## config.mk

```make
export PLATFORM = sky130hd
export DESIGN_NAME = flash_bus_mode_control
export DESIGN_NICKNAME = d
export VERILOG_FILES = /design/src/core/flash_bus_pkg.sv /design/src/core/flash_bus_mode_control.sv
export VERILOG_INCLUDE_DIRS = /design/src /design/src/core
export SDC_FILE = /design/constraint.sdc
export NUM_CORES = 1
export LEC_CHECK = 0
export BUFFER_PORTS_ARGS = -buffer_cell sky130_fd_sc_hd__buf_2
export CELL_PAD_IN_SITES_DETAIL_PLACEMENT = 1
export CELL_PAD_IN_SITES_GLOBAL_PLACEMENT = 2
export CORE_MARGIN = 10
export CORE_UTILIZATION = 34
export CTS_CLUSTER_SIZE = 12
export DETAILED_ROUTE_END_ITERATION = 8
export PLACE_DENSITY_LB_ADDON = 0.1
export RECOVER_POWER = 50
export SYNTH_ARGS = -nofsm -noshare
export SYNTH_HDL_FRONTEND = slang
export SYNTH_SLANG_ARGS = --single-unit
```

## constraint.sdc

```tcl
create_clock -name clk_sys -period 6 [get_ports clk_sys]
set_input_delay 1.2 -clock clk_sys [delete_from_list [all_inputs] [get_ports clk_sys]]
set_output_delay 1.2 -clock clk_sys [all_outputs]
set_load 0.02 [all_outputs]
```

## src/core/flash_bus_defs.svh

```systemverilog
// timing figures, field positions and command values for the flash bus controller
// assumes the controller clock runs at the rate given by FBC_CLK_NS
`ifndef FLASH_BUS_DEFS_SVH
`define FLASH_BUS_DEFS_SVH

`define FBC_CLK_NS 5
// timing figures in ns; plain defaults, set them to the part in use
`define FBC_ACCESS_NS 100
`define FBC_WE_PULSE_NS 50
`define FBC_WR_RECOVER_NS 20
`define FBC_RESET_PULSE_NS 500
`define FBC_READY_ACCESS_NS 20
`define FBC_RESET_HIGH_NS 50
// least time in ns to whole cycles, rounded up
`define FBC_CYC(ns) (((ns) + `FBC_CLK_NS - 1) / `FBC_CLK_NS)

`define FBC_BYPASS_PROG_CMD 8'ha0
`define FBC_A6_BIT 6
`define FBC_A1_BIT 1
`define FBC_A0_BIT 0
`define FBC_WORD_OE 16'hffff
`define FBC_BYTE_WR_OE 16'h80ff
`define FBC_BYTE_RD_OE 16'h8000
`define FBC_DQ_ADDR_BIT 15

`endif

```

## src/core/flash_bus_pkg.sv

```systemverilog
// types shared by the flash bus controller and its users
// assumes flash_bus_defs.svh supplies the numeric constants
package flash_bus_pkg;
   typedef enum logic [2:0] {
      OP_READ, OP_WRITE, OP_ACCEL_PROG, OP_PROTECT, OP_UNPROTECT, OP_RESET
   } op_e;

   typedef struct packed {
      op_e op;
      logic [20:0] addr;
      logic [15:0] wdata;
      logic [4:0] group;
   } req_s;

   typedef struct packed {
      logic [15:0] rdata;
      logic refused;
      logic reissue;
   } rsp_s;

   typedef struct packed {
      logic ceN;
      logic oeN;
      logic weN;
      logic resetN;
      logic resetHv;
      logic accelHv;
      logic wpLowN;
      logic byteN;
      logic [19:0] addr;
      logic [15:0] dqOut;
      logic [15:0] dqOe;
   } pins_s;
endpackage : flash_bus_pkg

```

## src/core/flash_bus_mode_control.sv

```systemverilog
// host-side bus controller driving a dual-bank asynchronous flash through its pins
// assumes dqIn and readyBusyN are synchronous to clk_sys; the board makes the high voltages
`timescale 1ns/1ps
`include "flash_bus_defs.svh"

module flash_bus_mode_control #(
   parameter int GROUPS = 17
) (
   input wire logic clk_sys,
   input wire logic resetn,
   input wire logic reqValid,
   output logic reqReady,
   input wire flash_bus_pkg::req_s req,
   output logic rspValid,
   output flash_bus_pkg::rsp_s rsp,
   input wire logic byteWide,
   input wire logic writeProtect,
   output flash_bus_pkg::pins_s pins,
   input wire logic [15:0] dqIn,
   input wire logic readyBusyN
);
   localparam int ACC_CYC = `FBC_CYC(`FBC_ACCESS_NS);
   localparam int WE_CYC = `FBC_CYC(`FBC_WE_PULSE_NS);
   localparam int WR_CYC = `FBC_CYC(`FBC_WR_RECOVER_NS);
   localparam int RP_CYC = `FBC_CYC(`FBC_RESET_PULSE_NS);
   localparam int RB_CYC = `FBC_CYC(`FBC_READY_ACCESS_NS);
   localparam int RH_CYC = `FBC_CYC(`FBC_RESET_HIGH_NS);

   typedef enum logic [2:0] {
      IDLE, WR_SETUP, WR_STROBE, WR_HOLD, RD_WAIT, RST_PULSE, RST_BUSY, RST_RECOV
   } state_e;

   state_e state_r, state_nxt;
   logic [15:0] cnt_r, cnt_nxt;
   logic phase_r, phase_nxt;
   flash_bus_pkg::req_s cur_r, cur_nxt;
   flash_bus_pkg::pins_s pins_r, pins_nxt;
   flash_bus_pkg::rsp_s rsp_r, rsp_nxt;
   logic rspValid_r, rspValid_nxt;
   logic [GROUPS-1:0] mask_r, mask_nxt;
   logic busyAtReset_r, busyAtReset_nxt;

   assign reqReady = (state_r == IDLE);
   assign pins = pins_r;
   assign rsp = rsp_r;
   assign rspValid = rspValid_r;

   always_comb begin
      state_nxt = state_r;
      cnt_nxt = cnt_r;
      phase_nxt = phase_r;
      cur_nxt = cur_r;
      pins_nxt = pins_r;
      rsp_nxt = rsp_r;
      rspValid_nxt = 1'b0;
      mask_nxt = mask_r;
      busyAtReset_nxt = busyAtReset_r;
      pins_nxt.byteN = byteWide;
      pins_nxt.wpLowN = ~writeProtect;
      unique case (state_r)
         IDLE: begin
            pins_nxt.ceN = 1'b1;
            pins_nxt.oeN = 1'b1;
            pins_nxt.weN = 1'b1;
            pins_nxt.dqOe = 16'h0000;
            if (reqValid) begin
               cur_nxt = req;
               phase_nxt = 1'b0;
               rsp_nxt = '0;
               // address pins: word address, or byte address with its lsb on dq15
               pins_nxt.addr = byteWide ? req.addr[19:0] : req.addr[20:1];
               unique case (req.op)
                  flash_bus_pkg::OP_READ: begin
                     pins_nxt.ceN = 1'b0;
                     pins_nxt.oeN = 1'b0;
                     pins_nxt.dqOut = {req.addr[0], 15'h0000};
                     pins_nxt.dqOe = byteWide ? 16'h0000 : `FBC_BYTE_RD_OE;
                     cnt_nxt = 16'(ACC_CYC);
                     state_nxt = RD_WAIT;
                  end
                  flash_bus_pkg::OP_RESET: begin
                     busyAtReset_nxt = ~readyBusyN;
                     pins_nxt.resetN = 1'b0;
                     cnt_nxt = 16'(RP_CYC);
                     state_nxt = RST_PULSE;
                  end
                  flash_bus_pkg::OP_UNPROTECT: begin
                     // unprotecting with any group left open is refused outright
                     if (!(&mask_r)) begin
                        rsp_nxt.refused = 1'b1;
                        rspValid_nxt = 1'b1;
                     end else begin
                        pins_nxt.resetHv = 1'b1;
                        pins_nxt.addr[`FBC_A6_BIT] = 1'b1;
                        pins_nxt.addr[`FBC_A1_BIT] = 1'b1;
                        pins_nxt.addr[`FBC_A0_BIT] = 1'b0;
                        state_nxt = WR_SETUP;
                     end
                  end
                  default: begin
                     pins_nxt.ceN = 1'b0;
                     pins_nxt.dqOut = byteWide ? req.wdata : {req.addr[0], 7'h00, req.wdata[7:0]};
                     pins_nxt.dqOe = byteWide ? `FBC_WORD_OE : `FBC_BYTE_WR_OE;
                     if (req.op == flash_bus_pkg::OP_ACCEL_PROG) begin
                        // bypass program: command cycle first, then the data cycle
                        pins_nxt.accelHv = 1'b1;
                        pins_nxt.dqOut[7:0] = `FBC_BYPASS_PROG_CMD;
                        pins_nxt.dqOut[14:8] = 7'h00;
                     end
                     if (req.op == flash_bus_pkg::OP_PROTECT) begin
                        pins_nxt.resetHv = 1'b1;
                        pins_nxt.addr[`FBC_A6_BIT] = 1'b0;
                        pins_nxt.addr[`FBC_A1_BIT] = 1'b1;
                        pins_nxt.addr[`FBC_A0_BIT] = 1'b0;
                     end
                     state_nxt = WR_SETUP;
                  end
               endcase
            end
         end
         WR_SETUP: begin
            // output enable stays high for the whole strobe
            pins_nxt.ceN = 1'b0;
            pins_nxt.oeN = 1'b1;
            pins_nxt.weN = 1'b0;
            pins_nxt.dqOe = pins_r.byteN ? `FBC_WORD_OE : `FBC_BYTE_WR_OE;
            cnt_nxt = 16'(WE_CYC);
            state_nxt = WR_STROBE;
         end
         WR_STROBE: begin
            if (cnt_r > 16'h0001) begin
               cnt_nxt = cnt_r - 16'h0001;
            end else begin
               // strobe rises before select so data is held across the latch edge
               pins_nxt.weN = 1'b1;
               cnt_nxt = 16'(WR_CYC);
               state_nxt = WR_HOLD;
            end
         end
         WR_HOLD: begin
            if (cnt_r > 16'h0001) begin
               cnt_nxt = cnt_r - 16'h0001;
            end else if (cur_r.op == flash_bus_pkg::OP_ACCEL_PROG && !phase_r) begin
               phase_nxt = 1'b1;
               pins_nxt.addr = pins_r.byteN ? cur_r.addr[19:0] : cur_r.addr[20:1];
               pins_nxt.dqOut = pins_r.byteN ? cur_r.wdata
                                             : {cur_r.addr[0], 7'h00, cur_r.wdata[7:0]};
               state_nxt = WR_SETUP;
            end else begin
               pins_nxt.ceN = 1'b1;
               pins_nxt.dqOe = 16'h0000;
               pins_nxt.accelHv = 1'b0;
               pins_nxt.resetHv = 1'b0;
               if (cur_r.op == flash_bus_pkg::OP_PROTECT && cur_r.group < 5'(GROUPS)) begin
                  mask_nxt[cur_r.group] = 1'b1;
               end
               if (cur_r.op == flash_bus_pkg::OP_UNPROTECT) begin
                  mask_nxt = '0;
               end
               rspValid_nxt = 1'b1;
               state_nxt = IDLE;
            end
         end
         RD_WAIT: begin
            // sample only once the select access time has run out
            if (cnt_r > 16'h0001) begin
               cnt_nxt = cnt_r - 16'h0001;
            end else begin
               rsp_nxt.rdata = pins_r.byteN ? dqIn : {8'h00, dqIn[7:0]};
               rspValid_nxt = 1'b1;
               pins_nxt.ceN = 1'b1;
               pins_nxt.oeN = 1'b1;
               pins_nxt.dqOe = 16'h0000;
               state_nxt = IDLE;
            end
         end
         RST_PULSE: begin
            if (cnt_r > 16'h0001) begin
               cnt_nxt = cnt_r - 16'h0001;
            end else begin
               pins_nxt.resetN = 1'b1;
               cnt_nxt = busyAtReset_r ? 16'(RB_CYC) : 16'(RH_CYC);
               state_nxt = busyAtReset_r ? RST_BUSY : RST_RECOV;
            end
         end
         RST_BUSY: begin
            // no timeout: the device alone decides when its reset is done
            if (readyBusyN) begin
               state_nxt = RST_RECOV;
            end
         end
         RST_RECOV: begin
            if (cnt_r > 16'h0001) begin
               cnt_nxt = cnt_r - 16'h0001;
            end else begin
               rsp_nxt.reissue = busyAtReset_r;
               rspValid_nxt = 1'b1;
               state_nxt = IDLE;
            end
         end
      endcase
   end

   always_ff @(posedge clk_sys) begin
      if (!resetn) begin
         state_r <= IDLE;
         cnt_r <= 16'h0000;
         phase_r <= 1'b0;
         cur_r <= '0;
         pins_r <= '{ceN: 1'b1, oeN: 1'b1, weN: 1'b1, resetN: 1'b1, resetHv: 1'b0,
                     accelHv: 1'b0, wpLowN: 1'b1, byteN: 1'b1, addr: 20'h00000,
                     dqOut: 16'h0000, dqOe: 16'h0000};
         rsp_r <= '0;
         rspValid_r <= 1'b0;
         mask_r <= '0;
         busyAtReset_r <= 1'b0;
      end else begin
         state_r <= state_nxt;
         cnt_r <= cnt_nxt;
         phase_r <= phase_nxt;
         cur_r <= cur_nxt;
         pins_r <= pins_nxt;
         rsp_r <= rsp_nxt;
         rspValid_r <= rspValid_nxt;
         mask_r <= mask_nxt;
         busyAtReset_r <= busyAtReset_nxt;
      end
   end

   // helper counters watched only by the checks below
   logic [15:0] ceLowCnt, resetLowCnt, sinceRelease, rbHighCnt;
   logic [1:0] accelStrobes;
   always_ff @(posedge clk_sys) begin
      if (!resetn) begin
         ceLowCnt <= 16'h0000;
         resetLowCnt <= 16'h0000;
         sinceRelease <= 16'h0000;
         rbHighCnt <= 16'h0000;
         accelStrobes <= 2'b00;
      end else begin
         ceLowCnt <= (pins_r.ceN || pins_r.oeN) ? 16'h0000 : ceLowCnt + 16'h0001;
         resetLowCnt <= pins_r.resetN ? 16'h0000 : resetLowCnt + 16'h0001;
         sinceRelease <= !pins_r.resetN ? 16'h0000 : sinceRelease + 16'h0001;
         rbHighCnt <= (!pins_r.resetN || !readyBusyN) ? 16'h0000 : rbHighCnt + 16'h0001;
         if (!pins_r.accelHv) begin
            accelStrobes <= 2'b00;
         end else if (state_r == WR_SETUP) begin
            accelStrobes <= accelStrobes + 2'b01;
         end
      end
   end
endmodule : flash_bus_mode_control

```

==> results.txt <==
Setup repair after global routing left no endpoint under its margin. The endpoint identified for the worst register-to-register timing path is pins[17]. STA classifies the critical path startpoint as an input pin. Setup violations remaining at the end of the flow were counted as 0. The final number of max-transition violations was 42. After synthesis the netlist holds a flip-flop and latch count of roughly 150. The maximum clock frequency is 213.2 MHz. The tree is rooted in a sky130_fd_sc_hd__clkbuf_16. The total count of hold-check failures in the final report is 0. The share of flip-flops with an asynchronous set or reset after synthesis is 0. After clock tree synthesis, the clock-pin slew on the worst setup and hold paths is 0.06 ns. The final worst clock skew is around 0.0060 ns. The routed wirelength normalized by instance count came out at between 15 and 20 microns. The post-synthesis instance total is around 870. The remaining antenna violation count after routing is 0. The fraction of the yosys area taken by sequential cells is 0.4178. The startpoint of the worst register-to-register path is state_r[0]. The wire length reported by the detailed router came out at about 24 mm.

The count of routing violations after the opening detailed-route iteration came out at between 200 and 300. The flop-to-flop setup slack came out at 2.15 ns. The class of the most critical hold timing path is flip-flop to flip-flop. around 150 I/O pins were placed. The die outline area came out at between 20000 and 30000 sq um. The worst setup path is of the input pin to flip-flop kind. The first-pass iteration count of the detailed router is 4. The number of buffers added to fix hold violations after cts is 0. The worst hold path terminates at mask_r[16]. The post-synthesis area per instance came out at approximately 8.2 sq um. Row generation in the floorplan step produced 52 rows. The synthesized net count is approximately 940.

The synthesis-to-finish area growth is 17.79%. Along the worst hold path, the cell count comes to 2. The via count of the first global-routing pass came out at a little over 7000.

The run finished, with violations left. The height of the die is between 150 and 200 microns. The worst hold path begins at mask_r[16]. The completed layout was analyzed and its total power is approximately 4.6 mW. After detailed placement, the design holds a cell count of 1215. The power per cell area came out at about 550 nW/um^2. The slew at the pin with the worst max-slew slack came out at 2.041 ns. The headroom to the max-slew limit is -0.3606. The post-synthesis cell type count came out at 73. CTS saw between 100 and 150 sinks. The share of the clock period used by the worst path is 0.7819.

The number of synthesized flops with an enable pin is 0. Measured on the finished design, the core utilization comes to 0.4116. By area the synthesized netlist is led by sky130_fd_sc_hd__dfxtp_1 42%, sky130_fd_sc_hd__nand2_1 9.0%, sky130_fd_sc_hd__mux2i_1 6.6%, sky130_fd_sc_hd__a21oi_1 5.5%, sky130_fd_sc_hd__nor2_1 3.2%.

The latest clock arrival within the worst-skew pair came out at about 0.42 ns. The pin count of the biggest net entering global routing came out at 52. The setup TNS came out at 0 ns. The checks that failed: max-capacitance violations, max-slew violations.

Yosys printed 0 warnings. The number of buffers created by CTS came out at 17. The die is between 150 and 200 microns wide. The commonest cells after synthesis are 171 x sky130_fd_sc_hd__nand2_1, 149 x sky130_fd_sc_hd__dfxtp_1, 79 x sky130_fd_sc_hd__a21oi_1. The global-route wire length before repair came out at 38.59 mm. For this run, the leading register cell type out of synthesis is sky130_fd_sc_hd__dfxtp_1. The number of input and output port buffers inserted is ~150. The worst-path maximum fanout is 41. The via count is 6650. The area share of the largest cell type after synthesis is 0.4178.

TritonCTS built the clock tree. The post-synth design cell area is 7139 sq um. Across every metal layer, demand over resource in global routing totals 0.1758. The starting density of the core came out at 0.3495. sky130_fd_sc_hd__nand2_1 is the most common cell in the netlist. The number of antenna violations at the first check in global routing came out at 0. For this run, design rule violations remaining after detail routing come to 0.

Once the clock tree was built, the setup fixing pass inserted 0 buffers. The core area came out at between 20000 and 25000 sq um. The final-stage net count came out at around 1000. The worst-case clock buffer depth came out at 2. The antenna diode count is 0. The detailed-placement wirelength estimate is 17.23 mm. At the worst endpoint, the required time is a little over 6 ns. The worst reg2reg path depth came out at 8.

The worst setup path is captured at a flip-flop. VDD sags by at most roughly 0.22 mV. The static leakage is 3.330 nW. The tool flagged a number of max-cap violations equal to 1. The level count of the clock H-tree came out at 4. The count of placed standard cells in the final layout, fillers left out came out at approximately 1200. sky130_fd_sc_hd__dfxtp_1 takes more of the synthesized area than any other cell.

The critical path data arrival time came out at 4.92 ns. The number of gates resized after CTS was 0. The final weighted congestion in routability-driven placement is 0.7987. The total overflow reported by the global router came out at 0. After detailed routing, the number of vias per cell comes to ~5.3. The worst path in the final design needs a cycle of 4.691 ns, including I/O delays and setup. The share of cells above drive strength 1 is 0.1281.
flip-flops by register name, indices dropped and copies added, names as in the netlist:
register / count
busyAtReset_r: 1
rsp: 18
cnt_r: 16
state_r: 3
phase_r: 1
mask_r: 17
rspValid: 1
pins: 47
cur_r: 45
layout by cell type (no fill, tap or decap), types with 3 or more instances in the layout:
cell type	count
sky130_fd_sc_hd__buf_2	66
sky130_fd_sc_hd__clkinvlp_4	3
sky130_fd_sc_hd__clkbuf_1	83
sky130_fd_sc_hd__nand2_1	170
sky130_fd_sc_hd__nand3_1	24
sky130_fd_sc_hd__or3_1	4
sky130_fd_sc_hd__buf_4	6
sky130_fd_sc_hd__o31ai_1	5
sky130_fd_sc_hd__o221ai_1	17
sky130_fd_sc_hd__nor3_1	12
sky130_fd_sc_hd__o21ai_0	40
sky130_fd_sc_hd__o211a_1	18
sky130_fd_sc_hd__a211oi_1	17
sky130_fd_sc_hd__o22ai_1	8
sky130_fd_sc_hd__a22o_1	4
sky130_fd_sc_hd__nor2b_1	5
sky130_fd_sc_hd__mux2i_1	47
sky130_fd_sc_hd__dfxtp_1	149
sky130_fd_sc_hd__ha_1	6
sky130_fd_sc_hd__inv_1	13
sky130_fd_sc_hd__nand3b_1	4
sky130_fd_sc_hd__and2_1	6
sky130_fd_sc_hd__a22oi_1	13
sky130_fd_sc_hd__bufinv_16	4
sky130_fd_sc_hd__o211ai_1	5
sky130_fd_sc_hd__xnor2_1	7
sky130_fd_sc_hd__nand2b_1	6
sky130_fd_sc_hd__nand4_1	18
sky130_fd_sc_hd__a21oi_1	79
sky130_fd_sc_hd__nor2_1	60
sky130_fd_sc_hd__clkbuf_16	17
sky130_fd_sc_hd__o21ai_1	3
layout make-up:
class	count	area, sq um
Fill cell	2520	12020
Multi-Input combinational cell	629	3735
Sequential cell	149	2983
Timing Repair Buffer	154	683.2
Clock buffer	19	442.9
Tap cell	270	337.8
Clock inverter	12	178.9
Inverter	13	48.80
metal layers:
| layer | GRT usage | share of wire |
|---|---|---|
| met1 | 0.2085 | 0.44 |
| met2 | 0.3113 | 0.51 |
| met3 | 0.03709 | 0.033 |
| met4 | 0.05153 | 0.011 |
| met5 | 0 | 0 |
worst max-delay path, cell delays in order:
cell                       delay [ns]
sky130_fd_sc_hd__clkbuf_1        0.52
sky130_fd_sc_hd__inv_1           1.21
sky130_fd_sc_hd__clkbuf_1        1.53
sky130_fd_sc_hd__nor2_1          0.12
sky130_fd_sc_hd__nand3_1         0.21
sky130_fd_sc_hd__o311ai_1        0.11
through the flow:
stage / area (sq um) / setup WS (ns) / hold WS, ns
after global placement: 7899 / 2.291 / 0.4390
after global routing: 8409 / 0.9098 / 0.4731
final: 8409 / 1.309 / 0.4531
after floorplan: 7139 / 3.123 / 0.4247
after detailed placement: 7899 / 2.161 / 0.4447
after CTS: 8521 / 2.148 / 0.4543
logic make-up after synthesis:
group,Yosys count,synth area share
AO/OA/AOI/OAI,234,0.2203
XOR/XNOR,9,0.01104
adder cells (fa/ha/maj),6,0.01051
buffers and inverters,91,0.05906
flip-flops,149,0.4178
multiplexers,49,0.06905
AND/OR/NAND/NOR,331,0.2122
worst max-delay path by stage:
stage                           from        end  slack [ns]  cells past startpoint
after floorplan              req[44]  cnt_r[12]        3.12                      7
after global placement    state_r[0]   pins[16]        2.29                      8
after detailed placement  state_r[0]   pins[17]        2.16                      8
after CTS                 state_r[0]   pins[17]        2.15                      8
after global routing          resetn   cnt_r[1]        0.91                      6
final                         resetn   cnt_r[1]        1.31                      6
report_power, final:
| part | leakage, nW | internal, mW | switching [mW] |
|---|---|---|---|
| Sequential | 1.22 | 1.25 | 0.194 |
| Combinational | 1.82 | 0.630 | 1.41 |
| Clock | 0.295 | 0.706 | 0.434 |
| Total | 3.33 | 2.58 | 2.04 |
Note: power is estimated with default switching activity, not from simulation.
